**config.mk**
```make
export PLATFORM = sky130hd
export DESIGN_NAME = pif_irq_top
export DESIGN_NICKNAME = d
export VERILOG_FILES = /design/src/design/pif_pkg.sv /design/src/design/pif_flag_if.sv /design/src/design/pif_flag_bank.sv /design/src/design/pif_irq_top.sv
export SDC_FILE = /design/constraint.sdc
export NUM_CORES = 1
export LEC_CHECK = 0
export ABC_CLOCK_PERIOD_IN_PS = 2700
export BUFFER_PORTS_ARGS = -buffer_cell sky130_fd_sc_hd__buf_2
export CORE_ASPECT_RATIO = 0.6
export CORE_MARGIN = 5
export CORE_UTILIZATION = 45
export CTS_CLUSTER_SIZE = 16
export DETAILED_ROUTE_END_ITERATION = 16
export PLACE_DENSITY = 0.74
export SYNTH_ARGS = -nofsm -noshare
export SYNTH_HDL_FRONTEND = slang
export SYNTH_HIERARCHICAL = 1
export SYNTH_SLANG_ARGS = --single-unit
```
**constraint.sdc**
```tcl
create_clock -name pclk -period 2.7 [get_ports pclk]
set_input_delay 0.405 -clock pclk [delete_from_list [all_inputs] [get_ports pclk]]
set_output_delay 0.405 -clock pclk [all_outputs]
set_load 0.02 [all_outputs]
```
**src/design/pif_pkg.sv**
```systemverilog
// package: register map, field positions and reset values of the peripheral interrupt block
package pif_pkg;
    localparam int ADDR_W = 12;
    localparam logic [11:0] OFF_ENABLE_2 = 12'h000;
    localparam logic [11:0] OFF_REQUEST_1 = 12'h004;
    localparam logic [11:0] OFF_REQUEST_2 = 12'h008;
    localparam logic [11:0] OFF_ENABLE_1 = 12'h00C;
    localparam logic [11:0] OFF_CONTROL = 12'h010;
    localparam logic [11:0] OFF_BUS_STATUS = 12'h014;
    localparam logic [11:0] OFF_BUS_MASK = 12'h018;
    // second enable / request field positions
    localparam int BIT_ADC2 = 6;
    localparam int BIT_COLL1 = 3;
    localparam int BIT_COLL2 = 2;
    localparam int BIT_TMR4 = 1;
    // control register field positions
    localparam int BIT_GIE = 7;
    localparam int BIT_PERIPHERAL_GROUP_ENABLE = 6;
    // implemented-bit mask of the second registers
    localparam logic [7:0] MASK_REG2 = 8'h4E;
    localparam logic [7:0] RST_BYTE = 8'h00;
    // bus status bits: flag event while no core request is pending, core request raised
    localparam int BIT_EVT_BLOCKED = 0;
    localparam int BIT_EVT_REQUEST = 1;
    localparam logic [1:0] RST_BUS_IRQ = 2'h0;
    localparam logic [31:0] RST_WORD = 32'h00000000;
endpackage

```
**src/design/pif_flag_if.sv**
```systemverilog
// interface: per-bank event, write and flag signals between top and flag bank
`timescale 1ns/100ps
interface pif_flag_if;
    logic [7:0] event_set;
    logic [7:0] wr_en;
    logic [7:0] wr_data;
    logic [7:0] impl_mask;
    logic [7:0] flags;
    modport ctrl (output event_set, output wr_en, output wr_data, output impl_mask,
        input flags);
    modport bank (input event_set, input wr_en, input wr_data, input impl_mask,
        output flags);
endinterface

```
**src/design/pif_flag_bank.sv**
```systemverilog
// module: eight sticky request flags, set by hardware, written by software
`timescale 1ns/100ps
module pif_flag_bank
(
    input wire logic pclk,
    input wire logic presetn,
    input wire logic clk_en,
    pif_flag_if.bank fb
);
    import pif_pkg::*;

    logic [7:0] flag_reg;
    logic [7:0] flag_next;

    // set wins over a software write in the same cycle
    always_comb
    begin
        flag_next = flag_reg;
        if (fb.wr_en != 8'h00)
        begin
            flag_next = fb.wr_data;
        end
        flag_next = (flag_next | fb.event_set) & fb.impl_mask;
    end

    always_ff @(posedge pclk or negedge presetn)
    begin
        if (!presetn)
        begin
            flag_reg <= RST_BYTE;
        end
        else if (clk_en)
        begin
            flag_reg <= flag_next;
        end
    end

    assign fb.flags = flag_reg;

    stick_flag_a: assert property (@(posedge pclk) disable iff (!presetn)
        (clk_en && fb.event_set[0] && fb.impl_mask[0]) |=> fb.flags[0])
        else $error("event did not set flag");
    hold_flag_a: assert property (@(posedge pclk) disable iff (!presetn)
        (clk_en && fb.wr_en == 8'h00 && fb.flags[3]) |=> fb.flags[3])
        else $error("flag cleared without software write");
endmodule

```
**src/design/pif_irq_top.sv**
```systemverilog
// module: peripheral interrupt flags and enables with APB register access
//
// Decided for this implementation: the placing of the registers and the APB interface to the registers.
`timescale 1ns/100ps

// Summary of operation
// - second enable: bits 6,3,2,1 writable
// - bits 7,5,4,0 unimplemented, read zero
// - enable gates its own flag only
// - group enable needed for any peripheral
// - flags set regardless of enables
// - first request: eight pending flags, fixed order
// - flag reads one while pending
// - second request: adc2, coll1, coll2, tmr4
// - collision flag stays until software clears
// - tmr4 flag sets on postscaled match
// - all bits reset to zero
// - global enable gates core_irq and, through core_next, the request status event behind bus_irq; not periph_irq_request
module pif_irq_top
(
    input wire logic pclk,
    input wire logic presetn,
    input wire logic clk_en,
    input wire logic psel,
    input wire logic penable,
    input wire logic pwrite,
    input wire logic [pif_pkg::ADDR_W-1:0] paddr,
    input wire logic [31:0] pwdata,
    input wire logic [3:0] pstrb,
    output logic [31:0] prdata,
    output logic pready,
    output logic pslverr,
    input wire logic timer_one_gate_event,
    input wire logic adc_first_event,
    input wire logic uart_receive_event,
    input wire logic uart_transmit_event,
    input wire logic serial_port_one_event,
    input wire logic serial_port_two_event,
    input wire logic timer_two_match_event,
    input wire logic timer_one_overflow_event,
    input wire logic adc_second_event,
    input wire logic port_one_collision_event,
    input wire logic port_two_collision_event,
    input wire logic timer_four_postscaled_match,
    output logic periph_irq_request,
    output logic core_irq,
    output logic bus_irq
);
    import pif_pkg::*;

    // ------------------------------------------------------------
    // apb decode
    // ------------------------------------------------------------
    logic access;
    logic wr_acc;
    logic lane0;
    logic hit_en2;
    logic hit_rq1;
    logic hit_rq2;
    logic hit_en1;
    logic hit_ctl;
    logic hit_sts;
    logic hit_msk;
    logic mapped;

    assign access = psel && penable && clk_en;
    assign wr_acc = access && pwrite;
    assign lane0 = pstrb[0];
    assign hit_en2 = (paddr == OFF_ENABLE_2);
    assign hit_rq1 = (paddr == OFF_REQUEST_1);
    assign hit_rq2 = (paddr == OFF_REQUEST_2);
    assign hit_en1 = (paddr == OFF_ENABLE_1);
    assign hit_ctl = (paddr == OFF_CONTROL);
    assign hit_sts = (paddr == OFF_BUS_STATUS);
    assign hit_msk = (paddr == OFF_BUS_MASK);
    assign mapped = hit_en2 || hit_rq1 || hit_rq2 || hit_en1 || hit_ctl || hit_sts || hit_msk;

    // zero-wait slave; clock enable low stretches the access
    assign pready = clk_en;
    assign pslverr = psel && penable && !mapped;

    // ------------------------------------------------------------
    // enable and control registers
    // ------------------------------------------------------------
    logic [7:0] enable_1_reg;
    logic [7:0] enable_2_reg;
    logic global_irq_enable_reg;
    logic peripheral_group_enable_reg;

    always_ff @(posedge pclk or negedge presetn)
    begin
        if (!presetn)
        begin
            enable_1_reg <= RST_BYTE;
        end
        else if (wr_acc && lane0 && hit_en1)
        begin
            enable_1_reg <= pwdata[7:0];
        end
    end

    always_ff @(posedge pclk or negedge presetn)
    begin
        if (!presetn)
        begin
            enable_2_reg <= RST_BYTE;
        end
        else if (wr_acc && lane0 && hit_en2)
        begin
            enable_2_reg <= pwdata[7:0] & MASK_REG2;
        end
    end

    always_ff @(posedge pclk or negedge presetn)
    begin
        if (!presetn)
        begin
            global_irq_enable_reg <= 1'b0;
            peripheral_group_enable_reg <= 1'b0;
        end
        else if (wr_acc && lane0 && hit_ctl)
        begin
            global_irq_enable_reg <= pwdata[BIT_GIE];
            peripheral_group_enable_reg <= pwdata[BIT_PERIPHERAL_GROUP_ENABLE];
        end
    end

    // ------------------------------------------------------------
    // request flag banks
    // ------------------------------------------------------------
    pif_flag_if rq1_if ();
    pif_flag_if rq2_if ();

    // bit order 7..0: gate, adc1, rx, tx, ssp1, ssp2, tmr2, tmr1 overflow
    assign rq1_if.event_set = {timer_one_gate_event, adc_first_event, uart_receive_event,
        uart_transmit_event, serial_port_one_event, serial_port_two_event,
        timer_two_match_event, timer_one_overflow_event};
    assign rq1_if.wr_en = {8{wr_acc && lane0 && hit_rq1}};
    assign rq1_if.wr_data = pwdata[7:0];
    assign rq1_if.impl_mask = 8'hFF;

    // only the postscaled match reaches the tmr4 flag
    always_comb
    begin
        rq2_if.event_set = 8'h00;
        rq2_if.event_set[BIT_ADC2] = adc_second_event;
        rq2_if.event_set[BIT_COLL1] = port_one_collision_event;
        rq2_if.event_set[BIT_COLL2] = port_two_collision_event;
        rq2_if.event_set[BIT_TMR4] = timer_four_postscaled_match;
    end
    assign rq2_if.wr_en = {8{wr_acc && lane0 && hit_rq2}};
    assign rq2_if.wr_data = pwdata[7:0];
    assign rq2_if.impl_mask = MASK_REG2;

    pif_flag_bank u_rq1
    (
        .pclk(pclk),
        .presetn(presetn),
        .clk_en(clk_en),
        .fb(rq1_if.bank)
    );

    pif_flag_bank u_rq2
    (
        .pclk(pclk),
        .presetn(presetn),
        .clk_en(clk_en),
        .fb(rq2_if.bank)
    );

    // ------------------------------------------------------------
    // interrupt combination
    // ------------------------------------------------------------
    logic any_enabled;
    logic req_next;
    logic core_next;
    logic periph_req_reg;
    logic core_irq_reg;

    // each enable gates only the flag at its own position
    assign any_enabled = |(rq1_if.flags & enable_1_reg) |
        |(rq2_if.flags & enable_2_reg);
    assign req_next = any_enabled && peripheral_group_enable_reg;
    assign core_next = req_next && global_irq_enable_reg;

    always_ff @(posedge pclk or negedge presetn)
    begin
        if (!presetn)
        begin
            periph_req_reg <= 1'b0;
            core_irq_reg <= 1'b0;
        end
        else if (clk_en)
        begin
            periph_req_reg <= req_next;
            core_irq_reg <= core_next;
        end
    end

    assign periph_irq_request = periph_req_reg;
    assign core_irq = core_irq_reg;

    // ------------------------------------------------------------
    // bus-side sticky status and mask
    // ------------------------------------------------------------
    logic [1:0] bus_sts_reg;
    logic [1:0] bus_msk_reg;
    logic [1:0] bus_evt;
    logic prev_core_reg;

    // blocked: a new flag event while core_next is low, i.e. no core request from the current flags
    assign bus_evt[BIT_EVT_BLOCKED] = (|rq1_if.event_set || |rq2_if.event_set) && !core_next;
    assign bus_evt[BIT_EVT_REQUEST] = core_next && !prev_core_reg;

    always_ff @(posedge pclk or negedge presetn)
    begin
        if (!presetn)
        begin
            prev_core_reg <= 1'b0;
        end
        else if (clk_en)
        begin
            prev_core_reg <= core_next;
        end
    end

    always_ff @(posedge pclk or negedge presetn)
    begin
        if (!presetn)
        begin
            bus_sts_reg <= RST_BUS_IRQ;
        end
        else if (clk_en)
        begin
            if (wr_acc && lane0 && hit_sts)
            begin
                bus_sts_reg <= (bus_sts_reg & ~pwdata[1:0]) | bus_evt;
            end
            else
            begin
                bus_sts_reg <= bus_sts_reg | bus_evt;
            end
        end
    end

    always_ff @(posedge pclk or negedge presetn)
    begin
        if (!presetn)
        begin
            bus_msk_reg <= RST_BUS_IRQ;
        end
        else if (wr_acc && lane0 && hit_msk)
        begin
            bus_msk_reg <= pwdata[1:0];
        end
    end

    assign bus_irq = |(bus_sts_reg & bus_msk_reg);

    // ------------------------------------------------------------
    // read data
    // ------------------------------------------------------------
    logic [31:0] rd_next;
    logic [31:0] prdata_reg;

    always_comb
    begin
        rd_next = RST_WORD;
        case (1'b1)
            hit_en2: rd_next[7:0] = enable_2_reg & MASK_REG2;
            hit_rq1: rd_next[7:0] = rq1_if.flags;
            hit_rq2: rd_next[7:0] = rq2_if.flags & MASK_REG2;
            hit_en1: rd_next[7:0] = enable_1_reg;
            hit_ctl:
            begin
                rd_next[BIT_GIE] = global_irq_enable_reg;
                rd_next[BIT_PERIPHERAL_GROUP_ENABLE] = peripheral_group_enable_reg;
            end
            hit_sts: rd_next[1:0] = bus_sts_reg;
            hit_msk: rd_next[1:0] = bus_msk_reg;
            default: rd_next = RST_WORD;
        endcase
    end

    // read data registered in the setup phase, valid through access
    always_ff @(posedge pclk or negedge presetn)
    begin
        if (!presetn)
        begin
            prdata_reg <= RST_WORD;
        end
        else if (clk_en && psel && !penable && !pwrite)
        begin
            prdata_reg <= rd_next;
        end
    end

    assign prdata = prdata_reg;

    // ------------------------------------------------------------
    // checks
    // ------------------------------------------------------------
    en2_unimpl_a: assert property (@(posedge pclk) disable iff (!presetn)
        (enable_2_reg & ~MASK_REG2) == 8'h00)
        else $error("unimplemented enable bit set");
    rq2_unimpl_a: assert property (@(posedge pclk) disable iff (!presetn)
        (rq2_if.flags & ~MASK_REG2) == 8'h00)
        else $error("unimplemented request bit set");
    group_gate_a: assert property (@(posedge pclk) disable iff (!presetn)
        (clk_en && !peripheral_group_enable_reg) |=> !periph_irq_request)
        else $error("request without group enable");
    global_gate_a: assert property (@(posedge pclk) disable iff (!presetn)
        (clk_en && !global_irq_enable_reg) |=> !core_irq)
        else $error("core irq without global enable");
    core_req_a: assert property (@(posedge pclk) disable iff (!presetn)
        (clk_en && any_enabled && peripheral_group_enable_reg && global_irq_enable_reg)
        |=> core_irq)
        else $error("core irq missing");
    enable_mask_a: assert property (@(posedge pclk) disable iff (!presetn)
        (clk_en && (rq1_if.flags & enable_1_reg) == 8'h00
        && (rq2_if.flags & enable_2_reg) == 8'h00) |=> !periph_irq_request)
        else $error("request with no enabled flag");
    tmr4_set_a: assert property (@(posedge pclk) disable iff (!presetn)
        (clk_en && timer_four_postscaled_match) |=> rq2_if.flags[BIT_TMR4])
        else $error("tmr4 flag not set");
    adc1_set_a: assert property (@(posedge pclk) disable iff (!presetn)
        (clk_en && adc_first_event && !global_irq_enable_reg) |=> rq1_if.flags[6])
        else $error("adc1 flag not set");
    coll_hold_a: assert property (@(posedge pclk) disable iff (!presetn)
        (clk_en && rq2_if.flags[BIT_COLL1] && !(wr_acc && hit_rq2))
        |=> rq2_if.flags[BIT_COLL1])
        else $error("collision flag dropped");
    coll1_read_a: assert property (@(posedge pclk) disable iff (!presetn)
        (clk_en && psel && !penable && !pwrite && hit_rq2)
        |=> prdata[BIT_COLL1] == $past(rq2_if.flags[BIT_COLL1]))
        else $error("collision flag read wrong");

    irq_seen_c: cover property (@(posedge pclk) disable iff (!presetn)
        !core_irq ##1 core_irq);
    coll_clear_c: cover property (@(posedge pclk) disable iff (!presetn)
        rq2_if.flags[BIT_COLL2] ##1 !rq2_if.flags[BIT_COLL2]);
    blocked_c: cover property (@(posedge pclk) disable iff (!presetn)
        bus_sts_reg[BIT_EVT_BLOCKED] && bus_msk_reg[BIT_EVT_BLOCKED] && bus_irq);
endmodule

```
==> results.md, run 1 <==
- Vias/cell: 5.54
- Area delta synth->final: 15.7%
- Maximum number of pins on one net before global-route repair: 41
- Worst R2R Setup Slack: 0.99 ns
- Critical Path AT: 2.42 ns
- Post-route clock period utilization: 0.827
- Initial antenna violation count: 0
- CP Capture Type: register
- Number of diodes: 0
- Gr usage total: 0.187
- DP Cell Count: 389
- Total Wirelength: 6750 µm
- Footprint of the multi-input gates: 1410 µm²
- Slew Viols, Final: 0
- Net count, final: 382
- Number of fillers in the final layout: 527
- H-Tree Depth: 2
- CTS sink count: 40
- Final Wtd Congestion: 0.910
- Leakage power: 1.48 nW
- Status: completed
- Setup TNS: 0 ns
- Post-layout min period: 2.23 ns
- Number of buffers created by CTS: 5
- Worst-margin pin slew: 0.926 ns
- Most used cell, CP: or4_1
- Io pins: 103
- Hold WC Path Type: input pin to asynchronous set/reset pin
- Mapped Cells: 257
- Post-route ant nets: 0
- Average size of a mapped cell: 9.99 µm²
- Fin. Hold Viols: 0
- Share of cells above drive strength 1: 0.322
- Worst vdd ir: 260 µV
- Clock Path Buffers: 2
- Post-CTS Hold Buffers: 0
- Cell Pwr Density: 466 nW/µm²
- Rel. slew slack: 0.383
- Drt pass-1 iters: 5
- Most common cell after layout, fill and taps aside: buf_2
- Fmax: 448 MHz
- Post CTS Setup Buffer Count: 0
- Drt initial violations: 188
- Max Cap Viol: 0
- Area occupied by registers: 1000 µm²
- Finished Layout Cells: 397
- Clock Latency Late Sink: 0.30 ns
- RSZ-0062 raised after global routing: false
- First-pass GRT wire length: 10500 µm
- CTS tree: built
- Cell Rows: 21
- Worst setup path category: input pin to register
- Worst EP required: 2.89 ns
- Reg clk slew, reported paths: 0.08 ns
- DR vias: 2200
- CP max stage delay: 0.64 ns
- Most frequent cells in the layout: buf_2 (51), dfrtp_1 (40), conb_1 (36), mux2_2 (29), nor2_1 (21)
- Wire per inst: 17.0 µm
- Clock Skew: 0.00269 ns
- Residual DRC: 0
- Vias in the first global route: 2017
- GRT overflow: 0
- Die outline width: 107 µm
- Syn. warnings: 6
- Clk root buf: clkbuf_8
- Endpoints failing setup: 0
- Die Height: 68.5 µm
- Die ar.: 7360 µm²
- CP max FO: 11
- CTS resizes: 0
- Post-Syn Area: 2570 µm²
- Slowest CP cell: or4_1
- Port bufs: 51
- DP HPWL: 5220 µm
- Initial Util: 0.463
- Critical path launch point type: input pin
- Critical-path cell list: buf_2, or4_1, nor2_1, and3_1, or4_1, or2_1, o311a_1
- Core area: 5540 µm²
==> critical path, delay by kind of cell <==
family          cells  cell delay, ns
compound gates      1            0.30
buf+inv             1            0.19
simple gates        5            1.51
==> where the power goes <==
part / internal (mW) / switching [mW] / total (mW)
registers: 0.617 / 0.0233 / 0.640
logic: 0.0741 / 0.122 / 0.196
clock network: 0.326 / 0.219 / 0.546
total: 1.02 / 0.364 / 1.38
==> metrics by stage <==
stage	instance area (µm²)	worst slack, ns	hold WS, ns	power [mW]	utilization
detailed placement	2840	0.201	0.472	0.846	0.513
global route	2970	0.410	0.310	1.44	0.535
CTS	2970	0.516	0.272	1.39	0.535
floorplan	2690	0.296	0.109	0.787	-
global placement	2840	0.243	0.453	0.841	0.513
finish	2970	0.467	0.234	1.38	0.535
==> path summary, 6_finish.rpt <==
path,start,endpoint,depth (start not counted)
max,paddr[4],u_rq2/fb.flags[1],7
min,presetn,prdata[4],1
max reg2reg,u_rq1/fb.flags[4],prev_core_reg,5
min reg2reg,prdata[5],prdata[5],2
max in group asynchronous,presetn,bus_msk_reg[1],1
min in group pclk,pwdata[4],enable_1_reg[4],2
==> final cells by class <==
class,instances,share of cell area
clock inverters,1,0.0101
repair buffers,60,0.109
clock buffers,7,0.0325
multi-input cells,206,0.474
well taps,80,0.0337
flip-flops and latches,40,0.337
inverters,3,0.00379
==> layer usage <==
| metal | global-route usage | part of all wire | up-vias |
|---|---|---|---|
| li1 | - | - | 1022 |
| met5 | 0 | 0 | - |
| met4 | 0.0425 | 0.013 | 0 |
| met3 | 0.0409 | 0.084 | 13 |
| met2 | 0.273 | 0.40 | 109 |
| met1 | 0.284 | 0.50 | 1056 |
Note: power is estimated with default switching activity, not from simulation.
==> run 2, diff against run 1 <==
--- a/config.mk
+++ b/config.mk
@@ -5,14 +5,15 @@
 export SDC_FILE = /design/constraint.sdc
 export NUM_CORES = 1
 export LEC_CHECK = 0
-export ABC_CLOCK_PERIOD_IN_PS = 2700
+export ABC_AREA = 1
+export ABC_CLOCK_PERIOD_IN_PS = 1900
 export BUFFER_PORTS_ARGS = -buffer_cell sky130_fd_sc_hd__buf_2
 export CORE_ASPECT_RATIO = 0.6
 export CORE_MARGIN = 5
 export CORE_UTILIZATION = 45
 export CTS_CLUSTER_SIZE = 16
 export DETAILED_ROUTE_END_ITERATION = 16
-export PLACE_DENSITY = 0.74
+export PLACE_DENSITY = 0.75
 export SYNTH_ARGS = -nofsm -noshare
 export SYNTH_HDL_FRONTEND = slang
 export SYNTH_HIERARCHICAL = 1
==> constraint.sdc (replaced) <==
create_clock -name pclk -period 1.9 [get_ports pclk]
set_input_delay 0.285 -clock pclk [delete_from_list [all_inputs] [get_ports pclk]]
set_output_delay 0.285 -clock pclk [all_outputs]
set_load 0.02 [all_outputs]
==> run 2 against run 1 <==
- final cell count grew 46%
- first-iteration DRC count grew 17%
- register-to-register slack lost 0.42 ns
- sequential power grew 43%
- clock power grew 30%
- largest cell class unchanged
==> results.md, run 2 <==
- Critical Path AT: 1.45 ns (-0.97 ns)
- Leakage power: 2.05 nW (+39%)
- Residual DRC: 0 (unchanged)
- Net count, final: 561 (+47%)
- GRT overflow: 0 (unchanged)
- Fin. Hold Viols: 0 (unchanged)
- Clk root buf: clkbuf_8
- RSZ-0062 raised after global routing: false
- Post CTS Setup Buffer Count: 0 (unchanged)
- Switch share: 0.288 (+0.0243)
- Die Height: 72.8 µm (+6.3%)
- Post-route clock period utilization: 0.911
- Max Cap Viol: 0 (unchanged)
- Io pins: 103 (unchanged)
- Status: completed
- Vias/cell: 4.76 (-14%)
- Die ar.: 8350 µm² (+13%)
- CTS resizes: 0 (unchanged)
- FF-to-FF End: bus_sts_reg[0]
- Initial antenna violation count: 0 (unchanged)
- Power share of the combinational group: 0.154 (+0.012)
- Final Wtd Congestion: 0.951 (+4.5%)
- Psw: 551 µW (+51%)
- Cell Rows: 22 (+4.8%)
- Number of diodes: 0 (unchanged)
- Fin area: 3430 µm² (+15%)
- Number of fillers in the final layout: 616 (+17%)
- Reg clk slew, reported paths: 0.09 ns (about the same)
- Reg2reg path depth: 7 (+2)
- CTS sink count: 40 (unchanged)
- Clock Path Buffers: 2 (unchanged)
- Clock Skew: 0.0117 ns (+0.00903 ns)
- Reg2Reg Launch Point: u_rq2/fb.flags[3]
- Reg power frac: 0.477 (+0.014)
- Most common cell after layout, fill and taps aside: nand2_1
- DR vias: 2763 (+26%)
- Area delta synth->final: 15.7% (about the same)
- Worst vdd ir: 270 µV (+3.9%)
- Placed cell areas: 3320 µm² (+17%)
- Drt initial violations: 220 (+17%)
- Share of cells above drive strength 1: 0.242 (-0.0798)
- CP Launch Point: paddr[7]
- CP Capture Type: primary output
- Critical path launch point type: input pin
- Initial Util: 0.474 (+0.0109)
- Clk pwr share: 0.370 (-0.025)
- Cell Pwr Density: 559 nW/µm² (+20%)
- Post-CTS Hold Buffers: 0 (unchanged)
- Worst setup path category: input pin to primary output
- Post-route ant nets: 0 (unchanged)
- Number of buffers created by CTS: 5 (unchanged)
- Worst-margin pin slew: 0.511 ns (-0.415 ns)
- Core area: 6250 µm² (+13%)
- Slew Viols, Final: 0 (unchanged)
- Setup TNS: 0 ns (unchanged)
- CTS tree: built
- Post-Syn Area: 2960 µm² (+15%)
- Area occupied by registers: 1000 µm² (unchanged)
- CP max FO: 10 (-1)
- Syn. warnings: 6 (unchanged)
- Footprint of the multi-input gates: 1590 µm² (+13%)
- Critical path capture point: pslverr
- Hold WC Path Type: input pin to asynchronous set/reset pin
- Worst R2R Setup Slack: 0.57 ns (-0.42 ns)
- Clock Latency Late Sink: 0.30 ns (about the same)
- DP HPWL: 6140 µm (+17%)
- Post-layout min period: 1.73 ns
- Total Wirelength: 7680 µm (+14%)
- Fmax: 578 MHz
- H-Tree Depth: 2 (unchanged)
- Maximum number of pins on one net before global-route repair: 41 (unchanged)
- Worst EP required: 1.62 ns (-1.27 ns)
- Endpoints failing setup: 0 (unchanged)
- Die outline width: 115 µm (+6.7%)
- Gr usage total: 0.187 (-0.000887)
- Rel. slew slack: 0.659 (+0.277)
- Vias in the first global route: 2480 (+23%)
- Drt pass-1 iters: 4 (-1)
- Most frequent cells in the layout: nand2_1 (135), inv_1 (58), buf_2 (51), dfrtp_1 (40), conb_1 (36)
- Mapped Cells: 420 (+63%)
- Port bufs: 51 (unchanged)
- Average size of a mapped cell: 7.05 µm² (-29%)
- Wire per inst: 13.2 µm (-22%)
- Internal Power: 1.36 mW (+34%)
- First-pass GRT wire length: 12300 µm (+18%)
[run 2: cell type report]
cell class	instances	share of cell area
Clock buffer	6	0.0212
Tap cell	84	0.0307
Timing Repair Buffer	65	0.112
Clock inverter	2	0.0102
Inverter	63	0.0690
Sequential cell	40	0.292
Multi-Input combinational cell	320	0.464
[run 2: how the worst min path moves through the flow]
stage / cells past startpoint / slack (ns) / endpoint
6_report: 2 / 0.03 / prdata[5]
4_1_cts: 2 / 0.06 / prdata[2]
5_1_grt: 2 / 0.09 / prdata[2]
2_1_floorplan: 0 / -0.01 / bus_msk_reg[0]
3_3_place_gp: 2 / 0.37 / u_rq2/fb.flags[3]
3_5_place_dp: 2 / 0.38 / prdata[2]
[run 2: metrics by stage]
stage	power (mW)	setup slack, ns	util	instances	hold slack (ns)
after floorplan	1.14	0.0672	-	454	-0.0106
after global placement	1.21	0.0890	0.531	572	0.371
after detailed placement	1.22	0.0270	0.531	572	0.381
after CTS	1.92	0.169	0.548	580	0.0574
after global routing	2.00	0.0584	0.548	580	0.0862
final	1.91	0.169	0.548	580	0.0270
[run 2: critical path, cell delays in order]
cell and delay [ns]:
buf_2 0.09, nor2_1 0.14, nand2_1 0.15, nor2_8 0.15, buf_4 0.20, nand2_2 0.12, nand3_1 0.10, nor2_1 0.05
buf_2 0.15
[run 2: power by group through the flow]
stage	sequential [mW]	combinational, mW	clock [mW]
3_5_place_dp	0.929	0.293	0
6_report	0.912	0.294	0.708
4_1_cts	0.912	0.294	0.718
2_1_floorplan	0.916	0.228	0
3_3_place_gp	0.927	0.285	0
5_1_grt	0.915	0.338	0.751
[run 2: metal layers]
metal,global-route usage,vias up,wire [µm]
li1,-,1392,-
met1,0.280,1283,3600
met2,0.272,78,3320
met3,0.0563,10,687
met4,0.0208,0,75
met5,0,-,0
